`config.mk`:
```
export PLATFORM = sky130hd
export DESIGN_NAME = ddrlt_lane_ctrl
export DESIGN_NICKNAME = d
export VERILOG_FILES = /design/src/hdl/ddrlt_pkg.sv /design/src/hdl/ddrlt_lane_ctrl.sv
export SDC_FILE = /design/constraint.sdc
export NUM_CORES = 1
export LEC_CHECK = 0
export CORE_UTILIZATION = 24
export CTS_CLUSTER_DIAMETER = 30
export DETAILED_ROUTE_END_ITERATION = 8
export DONT_BUFFER_PORTS = 1
export MAX_ROUTING_LAYER = met4
export PLACE_DENSITY_LB_ADDON = 0.1
export SYNTH_ARGS = -nofsm -noshare
export SYNTH_HDL_FRONTEND = slang
export SYNTH_SLANG_ARGS = --single-unit
export TNS_END_PERCENT = 50
```
`constraint.sdc`:
```
create_clock -name clk -period 7.4 [get_ports clk]
set_clock_uncertainty 0.2 [all_clocks]
set_input_delay 1.48 -clock clk [delete_from_list [all_inputs] [get_ports clk]]
set_output_delay 1.48 -clock clk [all_outputs]
set_load 0.005 [all_outputs]
```
`src/hdl/ddrlt_pkg.sv`:
```
/*
  constants for the ddr lane timing and termination block.
  assumes a 32-bit register port and a 100 MHz controller clock.
*/
package ddrlt_pkg;
  localparam int          NL        = 2;
  localparam int          AW        = 12;
  localparam int          DW        = 32;
  // register byte addresses
  localparam logic [11:0] A_DLY0    = 12'h300;
  localparam logic [11:0] A_DLY1    = 12'h304;
  localparam logic [11:0] A_TERM0   = 12'h320;
  localparam logic [11:0] A_TERM1   = 12'h324;
  localparam logic [31:0] DLY_RST   = 32'h0000_0000;
  localparam logic [31:0] TERM_RST  = 32'h07C0_0000;
  // delay word fields
  localparam int          B_DEGL    = 28;
  localparam int          B_AUTO    = 27;
  localparam int          F_FIX     = 24;
  localparam int          B_LVL     = 21;
  localparam int          B_XWR     = 19;
  localparam int          B_EARLY   = 18;
  localparam int          B_HALF    = 17;
  localparam int          B_CAS     = 16;
  localparam int          F_QS_S    = 12;
  localparam int          F_QS_E    = 8;
  localparam int          F_WD_S    = 4;
  localparam int          F_WD_E    = 0;
  // termination word fields
  localparam int          F_ON      = 28;
  localparam int          F_OFF     = 24;
  localparam int          B_TLEV    = 23;
  localparam int          B_TEN     = 22;
  localparam int          F_CLOSE   = 8;
  localparam int          F_OPEN    = 0;
  // four beats of the read burst, in half cycles
  localparam logic [6:0]  PRE_HALF  = 7'h04;
  localparam logic [4:0]  WMAX      = 5'h1F;
  localparam logic [5:0]  RMAX      = 6'h3F;
endpackage

```
`src/hdl/ddrlt_lane_ctrl.sv`:
```
/*
  per-lane write strobe and data windows, read sampling window, read
  completion and pad termination for a ddr phy.
  assumes commands come from logic on clk; clk_wr, dqs and dq are pins.
*/
// Strobed register access was decided locally.
// Summary of operation
// per lane, a bit routes the read gate through the loopback delay
// auto bit picks fifo-valid completion, else the fixed delay
// three-bit field gives completion delay in clk cycles
// in leveling mode the sampled dq level shows in status bit
// software keeps the data-valid level bit at zero
// extra write bit delays write data one more cycle
// early bit samples read strobe on the other clk_wr edge
// half bit asks half-cycle shift of write data and strobe
// cas bit asks a half-cycle cas latency component
// four-bit field sets when write strobe drive starts
// for ddr3 software starts the strobe one cycle earlier
// four-bit field sets when write strobe drive stops
// three-bit field sets when write data turns valid
// three-bit field sets when write data stops being valid
// dynamic termination is on only during a read
// turn-on in half cycles, counted after the four read beats
// four-bit field sets termination turn-off time
// level bit gives termination polarity, active one
// enable picks dynamic, else level bit selects always on or never
// software keeps termination test fields at zero
// one-hot field sets sampling window close
// one-hot field sets sampling window open
// every lane owns its own delay and termination words
module ddrlt_lane_ctrl
  import ddrlt_pkg::*;
(
  // clock and reset
  input  wire logic                      clk,
  input  wire logic                      resetn,
  // register port
  input  wire logic [ddrlt_pkg::AW-1:0]  reg_addr,
  input  wire logic [ddrlt_pkg::DW-1:0]  reg_wdata,
  input  wire logic                      reg_wr,
  input  wire logic                      reg_rd,
  output logic      [ddrlt_pkg::DW-1:0]  reg_rdata,
  // commands from the scheduler
  input  wire logic                      wr_cmd,
  input  wire logic                      rd_cmd,
  input  wire logic                      lvl_mode,
  input  wire logic [ddrlt_pkg::NL-1:0]  rd_fifo_valid,
  // pins
  input  wire logic                      clk_wr,
  input  wire logic [ddrlt_pkg::NL-1:0]  dqs_in,
  input  wire logic [ddrlt_pkg::NL-1:0]  dq_in,
  // lane controls
  output logic      [ddrlt_pkg::NL-1:0]  dqs_oe,
  output logic      [ddrlt_pkg::NL-1:0]  dq_oe,
  output logic      [ddrlt_pkg::NL-1:0]  odt,
  output logic      [ddrlt_pkg::NL-1:0]  rd_gate,
  output logic      [ddrlt_pkg::NL-1:0]  rd_done,
  output logic      [ddrlt_pkg::NL-1:0]  dqs_cap,
  output logic      [ddrlt_pkg::NL-1:0]  wr_half,
  output logic      [ddrlt_pkg::NL-1:0]  cas_half
);
  import ddrlt_pkg::*;

  typedef struct packed {
    logic [NL-1:0][31:0] dly;
    logic [NL-1:0][31:0] term;
    logic [31:0]         rdata;
    logic [1:0]          wr_s;
    logic                wr_d;
    logic [NL-1:0][1:0]  dqs_s;
    logic [NL-1:0][1:0]  dq_s;
    logic                wact;
    logic [4:0]          wcnt;
    logic                ract;
    logic [5:0]          rcnt;
    logic [NL-1:0]       graw;
    logic [NL-1:0]       gate;
    logic [NL-1:0]       pend;
    logic [NL-1:0]       done;
    logic [NL-1:0]       lvl;
    logic [NL-1:0]       cap;
    logic [NL-1:0]       qs_oe;
    logic [NL-1:0]       d_oe;
    logic [NL-1:0]       odt;
  } ddrlt_state_t;

  ddrlt_state_t r, n;

  // index of the lowest set bit; zero field gives zero
  function automatic logic [2:0] ddrlt_idx(input logic [7:0] f);
    logic [2:0] k;
    k = 3'h0;
    for (int b = 7; b >= 0; b--)
    begin
      if (f[b])
        k = 3'(b);
    end
    return k;
  endfunction

  logic [5:0] opn    [NL];
  logic [5:0] cls    [NL];
  logic [6:0] on_h   [NL];
  logic [6:0] off_h  [NL];
  logic [6:0] rhalf;
  logic       wrise;
  logic       wfall;

  always_comb
  begin
    n = r;
    n.rdata = 32'h0000_0000;
    n.done = '0;
    n.wr_s = {r.wr_s[0], clk_wr};
    n.wr_d = r.wr_s[1];
    wrise = r.wr_s[1] & ~r.wr_d;
    wfall = ~r.wr_s[1] & r.wr_d;
    rhalf = {r.rcnt, 1'b0};
    // command counters, a new command restarts its window
    if (wr_cmd)
    begin
      n.wact = 1'b1;
      n.wcnt = 5'h00;
    end
    else if (r.wact)
    begin
      n.wcnt = r.wcnt + 5'h01;
      n.wact = (r.wcnt != WMAX);
    end
    if (rd_cmd)
    begin
      n.ract = 1'b1;
      n.rcnt = 6'h00;
      n.pend = '0;
    end
    else if (r.ract)
    begin
      n.rcnt = r.rcnt + 6'h01;
      n.ract = (r.rcnt != RMAX);
    end
    for (int l = 0; l < NL; l++)
    begin
      n.dqs_s[l] = {r.dqs_s[l][0], dqs_in[l]};
      n.dq_s[l] = {r.dq_s[l][0], dq_in[l]};
      // strobe window, ddr3 preamble is the caller's start choice
      n.qs_oe[l] = r.wact && (r.wcnt >= {1'b0, r.dly[l][F_QS_S+:4]})
                   && (r.wcnt <= {1'b0, r.dly[l][F_QS_E+:4]});
      n.d_oe[l] = r.wact
                  && (r.wcnt >= {2'b00, r.dly[l][F_WD_S+:3]} + {4'h0, r.dly[l][B_XWR]})
                  && (r.wcnt <= {2'b00, r.dly[l][F_WD_E+:3]} + {4'h0, r.dly[l][B_XWR]});
      // sampling window in clk cycles after the read command
      opn[l] = {3'h0, ddrlt_idx(r.term[l][F_OPEN+:8])};
      cls[l] = opn[l] + {3'h0, ddrlt_idx({4'h0, r.term[l][F_CLOSE+:4]})} + 6'h01;
      n.graw[l] = r.ract && (r.rcnt >= opn[l]) && (r.rcnt < cls[l]);
      // loopback path costs one cycle of gate latency
      n.gate[l] = r.dly[l][B_DEGL] ? r.graw[l] : n.graw[l];
      if ((r.dly[l][B_EARLY] ? wrise : wfall) && r.gate[l])
        n.cap[l] = r.dqs_s[l][1];
      // completion of read data return sampling
      if (r.ract && r.rcnt == cls[l])
        n.pend[l] = r.dly[l][B_AUTO];
      if (r.pend[l] && rd_fifo_valid[l])
      begin
        n.done[l] = 1'b1;
        n.pend[l] = 1'b0;
      end
      if (!r.dly[l][B_AUTO] && r.ract
          && r.rcnt == cls[l] + {3'h0, r.dly[l][F_FIX+:3]})
        n.done[l] = 1'b1;
      if (lvl_mode)
        n.lvl[l] = r.dq_s[l][1];
      // termination window in half cycles
      on_h[l] = PRE_HALF + {3'h0, r.term[l][F_ON+:4]};
      off_h[l] = on_h[l] + {3'h0, r.term[l][F_OFF+:4]};
      if (r.term[l][B_TEN])
        n.odt[l] = (r.ract && rhalf >= on_h[l] && rhalf < off_h[l])
                   ^ ~r.term[l][B_TLEV];
      else
        n.odt[l] = ~r.term[l][B_TLEV];
    end
    // register port, words are stored whole including test fields
    if (reg_wr)
    begin
      case (reg_addr)
        A_DLY0:  n.dly[0] = reg_wdata;
        A_DLY1:  n.dly[1] = reg_wdata;
        A_TERM0: n.term[0] = reg_wdata;
        A_TERM1: n.term[1] = reg_wdata;
        default: ;
      endcase
    end
    if (reg_rd)
    begin
      case (reg_addr)
        A_DLY0:  n.rdata = {r.dly[0][31:22], r.lvl[0], r.dly[0][20:0]};
        A_DLY1:  n.rdata = {r.dly[1][31:22], r.lvl[1], r.dly[1][20:0]};
        A_TERM0: n.rdata = r.term[0];
        A_TERM1: n.rdata = r.term[1];
        default: n.rdata = 32'h0000_0000;
      endcase
    end
    if (!resetn)
    begin
      n = '0;
      n.dly = {NL{DLY_RST}};
      n.term = {NL{TERM_RST}};
    end
  end

  always_ff @(posedge clk)
    r <= n;

  always_comb
  begin
    reg_rdata = r.rdata;
    dqs_oe = r.qs_oe;
    dq_oe = r.d_oe;
    odt = r.odt;
    rd_gate = r.gate;
    rd_done = r.done;
    dqs_cap = r.cap;
    for (int l = 0; l < NL; l++)
    begin
      wr_half[l] = r.dly[l][B_HALF];
      cas_half[l] = r.dly[l][B_CAS];
    end
  end
endmodule // ddrlt_lane_ctrl

```
==> metrics.md, run 1 <==
| Metric | Value |
|---|---|
| Via Count | 7190 |
| Max Clock Freq | 0.284 GHz |
| Synth cell types | 47 |
| #FFs+latches synth | 200 |
| WL/cell | 19.2 µm |
| CTS root buffer | clkbuf_16 |
| Max clock buf depth | 2 |
| Die width | 209 µm |
| Max transition margin | 0.470 |
| Register Area | 4000 µm² |
| TritonRoute pass-1 iters | 4 |
| Status | finished clean |
| P&R area growth vs syn | 6.57% |
| R2R setup slack | 3.88 ns |
| Leakage | 0.00412 µW |
| CTS tree | done |
| GR Layer Usage met2 | 0.223 |
| Layout fillers | 4506 |
| N_diodes | 0 |
| CTS clk-pin slew, worst paths | 0.09 ns |
| DR iter-0 viols | 394 |
| Global route hottest layer | met2 |
| Row cnt | 75 |
| Ys flop type | dfxtp_1 |
| Via density per instance | 4.63 |
| Initial core utilization | 0.245 |
| I/O pins | 106 |
| H-tree depth | 4 |
| Fin cells | 1553 |
| Die Y | 209 µm |
| Hold buffers post-CTS | 0 |
| Mapped Avg Cell Area | 9.49 µm² |
| Max-Cap Viols | 0 |
| Tot GR Track Use | 0.148 |
| Antenna violations before repair | 1 |
| Final ANT Viol Nets | 0 |
| Syn_nets | 1247 |
| CP endpoint kind | flip-flop |
| GPL Wtd Cong | 0.732 |
| Clk_lat worst skew | 0.49 ns |
| Sink Count | 200 |
| Fin crit period | 3.52 ns |
| Die ar. | 43900 µm² |
| Adder-Cell Fraction of Synth Area | 0.127 |
| EDFF count, synth | 0 |
| Setup CP Type | flip-flop to flip-flop |
| Vias in the first global route | 7176 |
| Final Hold Viols | 0 |
| CP Max Fanout | 5 |
| Area of the multi-input gates | 5490 µm² |
| Post-Synth XOR/XNOR Area | 0.0246 |
| Worst hold-check path type | flip-flop to flip-flop |
| Share of cells above drive strength 1 | 0.0937 |
| VDD IR-drop max | 0.0000929 V |
| Hold-critical path endpoint | r[41] |
| Fraction of registers with async set or reset after synthesis | 0 |
| Final worst-path cycle share | 0.476 |
| Final WL | 29800 µm |
| Reg2Reg Capture Point | rd_done[0] |
| Yosys warns | 0 |
| Hold path depth | 1 |
| R2r worst-path depth | 13 |
| M3 GR Usage | 0.0368 |
| Global-route wire length before repair | 46200 µm |
| PwrDens | 196 nW/µm² |
| Measured slew at the worst slew-check pin | 0.794 ns |
| Critical Path Source Type | flip-flop |
| RSZ-0062 raised after global routing | false |
| Mux contribution to synthesized area | 0.0882 |
| Post-synthesis sequential area ratio | 0.388 |
| Pins Over Slew Limit | 0 |
| Synth Area in Simple Gates | 0.173 |
| Postcts setup bufs | 0 |
| Final HPWL DP | 20100 µm |
| Setup violations, final | 0 |
| Worst r2r src | r[81] |
| # resized after CTS | 0 |
| Final nets | 1160 |
| Setup TNS | 0 ns |
| Worst EP required | 7.61 ns |
| Worst hold start | r[40] |
| Total CTS buffers | 17 |
| Dpl cells | 1521 |
| Synthesized cell area | 10300 µm² |
| Largest family of logic cells by synthesized area | simple AND/OR/NAND/NOR gates |
| Grt ovf | 0 |
| Synth Instances | 1088 |
| Compound-Gate Fraction of Synth Area | 0.119 |
| # DRC | 0 |
| CP arrival | 3.73 ns |
| Largest net degree at the start of global routing | 179 |
| GRT met1 Usage | 0.194 |
| Port bufs | 0 |
| Core area | 42200 µm² |
worst max-delay path by stage:
stage	cells after the start	slack [ns]	from	to
after global placement	5	3.86	reg_addr[11]	r[156]
after CTS	13	3.84	r[81]	rd_done[0]
after detailed placement	5	3.83	reg_addr[1]	r[156]
after floorplan	13	4.26	r[113]	rd_done[1]
final	13	3.88	r[81]	rd_done[0]
after global routing	13	3.58	r[81]	rd_done[0]
power breakdown:
group	total [µW]	switching [µW]	internal (µW)
Combinational	51.9	28.1	23.8
Clock	1020	523	494
Sequential	1090	6.69	1080
Total	2160	558	1600
critical path: stages (launching register included):
cell	delay, ns
dfxtp_1	0.43
a21oi_1	0.10
o21bai_1	0.14
a21oi_1	0.10
or2_2	0.29
ha_1	0.22
fa_1	0.53
inv_1	0.08
fa_1	0.50
xnor2_1	0.12
nand2_1	0.08
nor4_1	0.42
inv_1	0.08
o221ai_1	0.16
flip-flops by register name, indices dropped and copies added, names as in the netlist:
| register | flops |
|---|---|
| r | 152 |
| reg_rdata | 32 |
| cas_half | 2 |
| dq_oe | 2 |
| dqs_cap | 2 |
| dqs_oe | 2 |
| odt | 2 |
| rd_done | 2 |
| rd_gate | 2 |
| wr_half | 2 |
logic make-up after synthesis:
group | count (synthesis)
buffers and inverters | 159
xor gates and xnor gates | 29
AOI/OAI and AO/OA | 206
muxes | 51
adders and majority gates | 101
DFF | 200
and+or+nand+nor | 342
metrics by stage:
stage                     instance area (µm²)  hold slack [ns]  total power, µW  utilization  setup slack, ns
final                                   11000            0.238             2160        0.261             3.88
after floorplan                         10300            0.212             1170            -             4.26
after global placement                  10400            0.215             1170        0.246             3.86
after CTS                               11000            0.243             2210        0.261             3.84
after detailed placement                10400            0.221             1170        0.246             3.83
after global routing                    11000            0.260             2260        0.261             3.58
cells in the final DEF, fill, tap and decap left out, types with 8 or more instances in the layout:
master,count
o21ai_0,85
dfxtp_1,200
ha_1,95
nand4_1,9
nor2_1,52
clkbuf_16,17
o21ai_1,30
inv_1,48
nand2_1,52
xor2_1,9
and2_1,11
a21o_1,16
nand3_1,110
xnor2_1,20
nor2b_1,53
nand2b_1,14
mux2i_1,19
a31o_2,20
nor4_1,8
mux4_2,32
a21oi_1,25
o21a_1,10
layout make-up:
class	count	share of cell area
clock buffers	17	0.0386
well taps	539	0.0613
multi-input cells	729	0.499
flip-flops and latches	200	0.364
clock inverters	15	0.0175
inverters	48	0.0164
repair buffers	5	0.00341
synthesized netlist by cell type, types with 11 or more instances:
| master | n | area (µm²) |
|---|---|---|
| nand2_1 | 52 | 195 |
| nor2_1 | 52 | 195 |
| buf_4 | 49 | 368 |
| a21oi_1 | 25 | 125 |
| dfxtp_1 | 200 | 4000 |
| buf_1 | 13 | 48.8 |
| o21ai_0 | 85 | 425 |
| mux4_2 | 32 | 721 |
| ha_1 | 95 | 1190 |
| a31o_2 | 20 | 175 |
| o21ai_1 | 30 | 150 |
| clkbuf_1 | 34 | 128 |
| nand2b_1 | 14 | 87.6 |
| inv_1 | 48 | 180 |
| nor2b_1 | 53 | 332 |
| mux2i_1 | 19 | 190 |
| and2_1 | 11 | 68.8 |
| a21o_1 | 16 | 120 |
| nand3_1 | 111 | 556 |
| xnor2_1 | 20 | 175 |
metal layers:
layer	vias to the layer above	routed length, µm
li1	3631	-
met1	3445	14800
met2	89	13600
met3	25	1020
met4	0	377
met5	-	0
Power figures use the tool's default switching activity.
==> inputs of run 2 (changes only) <==
clock period = 3.26 ns   (was 7.4 ns; I/O delays follow)
==> metrics.md, run 2 (synthesized netlist as in run 1, its figures left out) <==
| Metric | Value |
|---|---|
| Leakage | 0.00431 µW (+4.6%) |
| Reg2Reg Capture Point | rd_done[1] |
| R2R setup slack | 0.07 ns (-3.81 ns) |
| Die ar. | 43900 µm² (unchanged) |
| RSZ-0062 raised after global routing | true |
| Setup TNS | 0 ns (unchanged) |
| Worst hold-check path type | input port to flip-flop |
| Largest register FFs | 152 (unchanged) |
| Total CTS buffers | 17 (unchanged) |
| Global-route wire length before repair | 47000 µm (+1.7%) |
| Status | finished clean |
| CP Max Fanout | 2 (-3) |
| WL/cell | 19.2 µm (+0.41%) |
| Critical Path Source Type | flip-flop |
| Via density per instance | 4.61 (-0.41%) |
| Largest net degree at the start of global routing | 179 (unchanged) |
| Hold buffers post-CTS | 0 (unchanged) |
| Max transition margin | 0.434 (-0.0360) |
| DR iter-0 viols | 365 (-7.4%) |
| Vias in the first global route | 7402 (+3.1%) |
| Most frequent cells in the layout | dfxtp_1, nand3_1, ha_1 |
| Setup CP Type | flip-flop to flip-flop |
| WHS | 0.0593 ns (-0.179 ns) |
| GPL Wtd Cong | 0.711 (-3.0%) |
| Tot GR Track Use | 0.150 (+0.00215) |
| Dpl cells | 1551 (+2.0%) |
| CTS clk-pin slew, worst paths | 0.08 ns (about the same) |
| Die Y | 209 µm (unchanged) |
| N_diodes | 0 (unchanged) |
| Measured slew at the worst slew-check pin | 0.849 ns (+0.0542 ns) |
| Critical Path Sink | rd_done[1] |
| TritonRoute pass-1 iters | 6 (+2) |
| Crit path launch | r[112] |
| CTS root buffer | clkbuf_16 |
| Fin crit period | 3.19 ns (-0.335 ns) |
| Sink Count | 200 (unchanged) |
| Max Clock Freq | 0.314 GHz (+10%) |
| Final HPWL DP | 20900 µm (+4.0%) |
| Worst EP required | 3.45 ns (-4.16 ns) |
| Grt ovf | 0 (unchanged) |
| # DRC | 0 (unchanged) |
| P&R area growth vs syn | 10.5% |
| Setup ws final | 0.0721 ns (-3.81 ns) |
| CP arrival | 3.38 ns (-0.35 ns) |
| Share of cells above drive strength 1 | 0.148 (+0.0544) |
| CP endpoint kind | flip-flop |
| Port bufs | 0 (unchanged) |
| Clk_lat worst skew | 0.47 ns (-0.02 ns) |
| Most common cell after layout, fill and taps aside | dfxtp_1 |
| Core area | 42200 µm² (unchanged) |
| Biggest register | r |
| Power consumption | 4770 µW (+120%) |
| Antenna violations before repair | 1 (unchanged) |
| VDD IR-drop max | 0.000253 V (+170%) |
| Row cnt | 75 (unchanged) |
| Max clock buf depth | 2 (unchanged) |
| Die width | 209 µm (unchanged) |
| R2r worst-path depth | 14 (+1) |
| Fin cells | 1586 (+2.1%) |
| Final worst-path cycle share | 0.978 (+0.502) |
| CTS tree | done |
| H-tree depth | 4 (unchanged) |
| Setup violations, final | 0 (unchanged) |
| I/O pins | 106 (unchanged) |
| Via Count | 7313 (+1.7%) |
| Pins Over Slew Limit | 0 (unchanged) |
| Final WL | 30500 µm (+2.5%) |
| Worst r2r src | r[112] |
| Max-Cap Viols | 0 (unchanged) |
| Final ANT Viol Nets | 0 (unchanged) |
| PwrDens | 418 nW/µm² (+110%) |
| Final Hold Viols | 0 (unchanged) |
| Initial core utilization | 0.245 (unchanged) |
| Final nets | 1193 (+2.8%) |
| Setup WS pre-CTS | -0.192 ns (-4.03 ns) |
==> run 2: worst max-delay path, cell delays in order, from the launching register on <==
cell,delay (ns)
dfxtp_2,0.33
inv_2,0.04
a21oi_2,0.04
o21bai_1,0.17
a21oi_2,0.08
or2_4,0.24
ha_4,0.16
fa_1,0.56
inv_2,0.06
fa_2,0.54
xnor2_2,0.11
nand2_2,0.08
nor4_4,0.26
inv_1,0.09
o221ai_2,0.14
==> run 2: layer usage <==
layer / track usage / part of all wire / vias to the layer above
met2: 0.234 / 0.46 / 85
met5: - / 0 / -
met1: 0.195 / 0.50 / 3511
met4: 0.0423 / 0.014 / 0
met3: 0.0322 / 0.031 / 25
li1: - / - / 3692
==> run 2: report_power, final <==
group,total [µW],internal [µW],leakage [µW],switching (µW)
registers,2470,2460,0.00162,13.9
logic,123,55.9,0.00241,67.5
clock network,2170,1060,0.000287,1110
==> run 2: timing repair <==
item	4_1_cts	5_1_grt
endpoints found under the hold margin	0	0
resized for setup	5	29
setup buffers	0	3
endpoints found under the setup margin	2	4
pin swaps	4	19
==> run 2: layout make-up <==
cell class              count  area (µm²)
inverters                  48         180
fillers                  4546       30800
repair buffers             38         310
clock buffers              20         457
well taps                 539         674
flip-flops and latches    200        4010
multi-input cells         729        5650
clock inverters            12         131
==> run 2: worst min-delay path by stage <==
| stage | start | to | slack, ns | cells after the start |
|---|---|---|---|---|
| detailed placement | r[35] | r[36] | 0.22 | 1 |
| global placement | r[31] | r[32] | 0.22 | 1 |
| global route | resetn | r[132] | 0.05 | 1 |
| floorplan | r[31] | r[32] | 0.21 | 1 |
| finish | resetn | r[100] | 0.06 | 1 |
| CTS | resetn | r[130] | 0.02 | 1 |
==> run 2: stage by stage <==
stage	util	area (µm²)
after global placement	0.252	10600
after CTS	0.267	11300
after floorplan	-	10300
after detailed placement	0.252	10600
final	0.270	11400
after global routing	0.270	11400
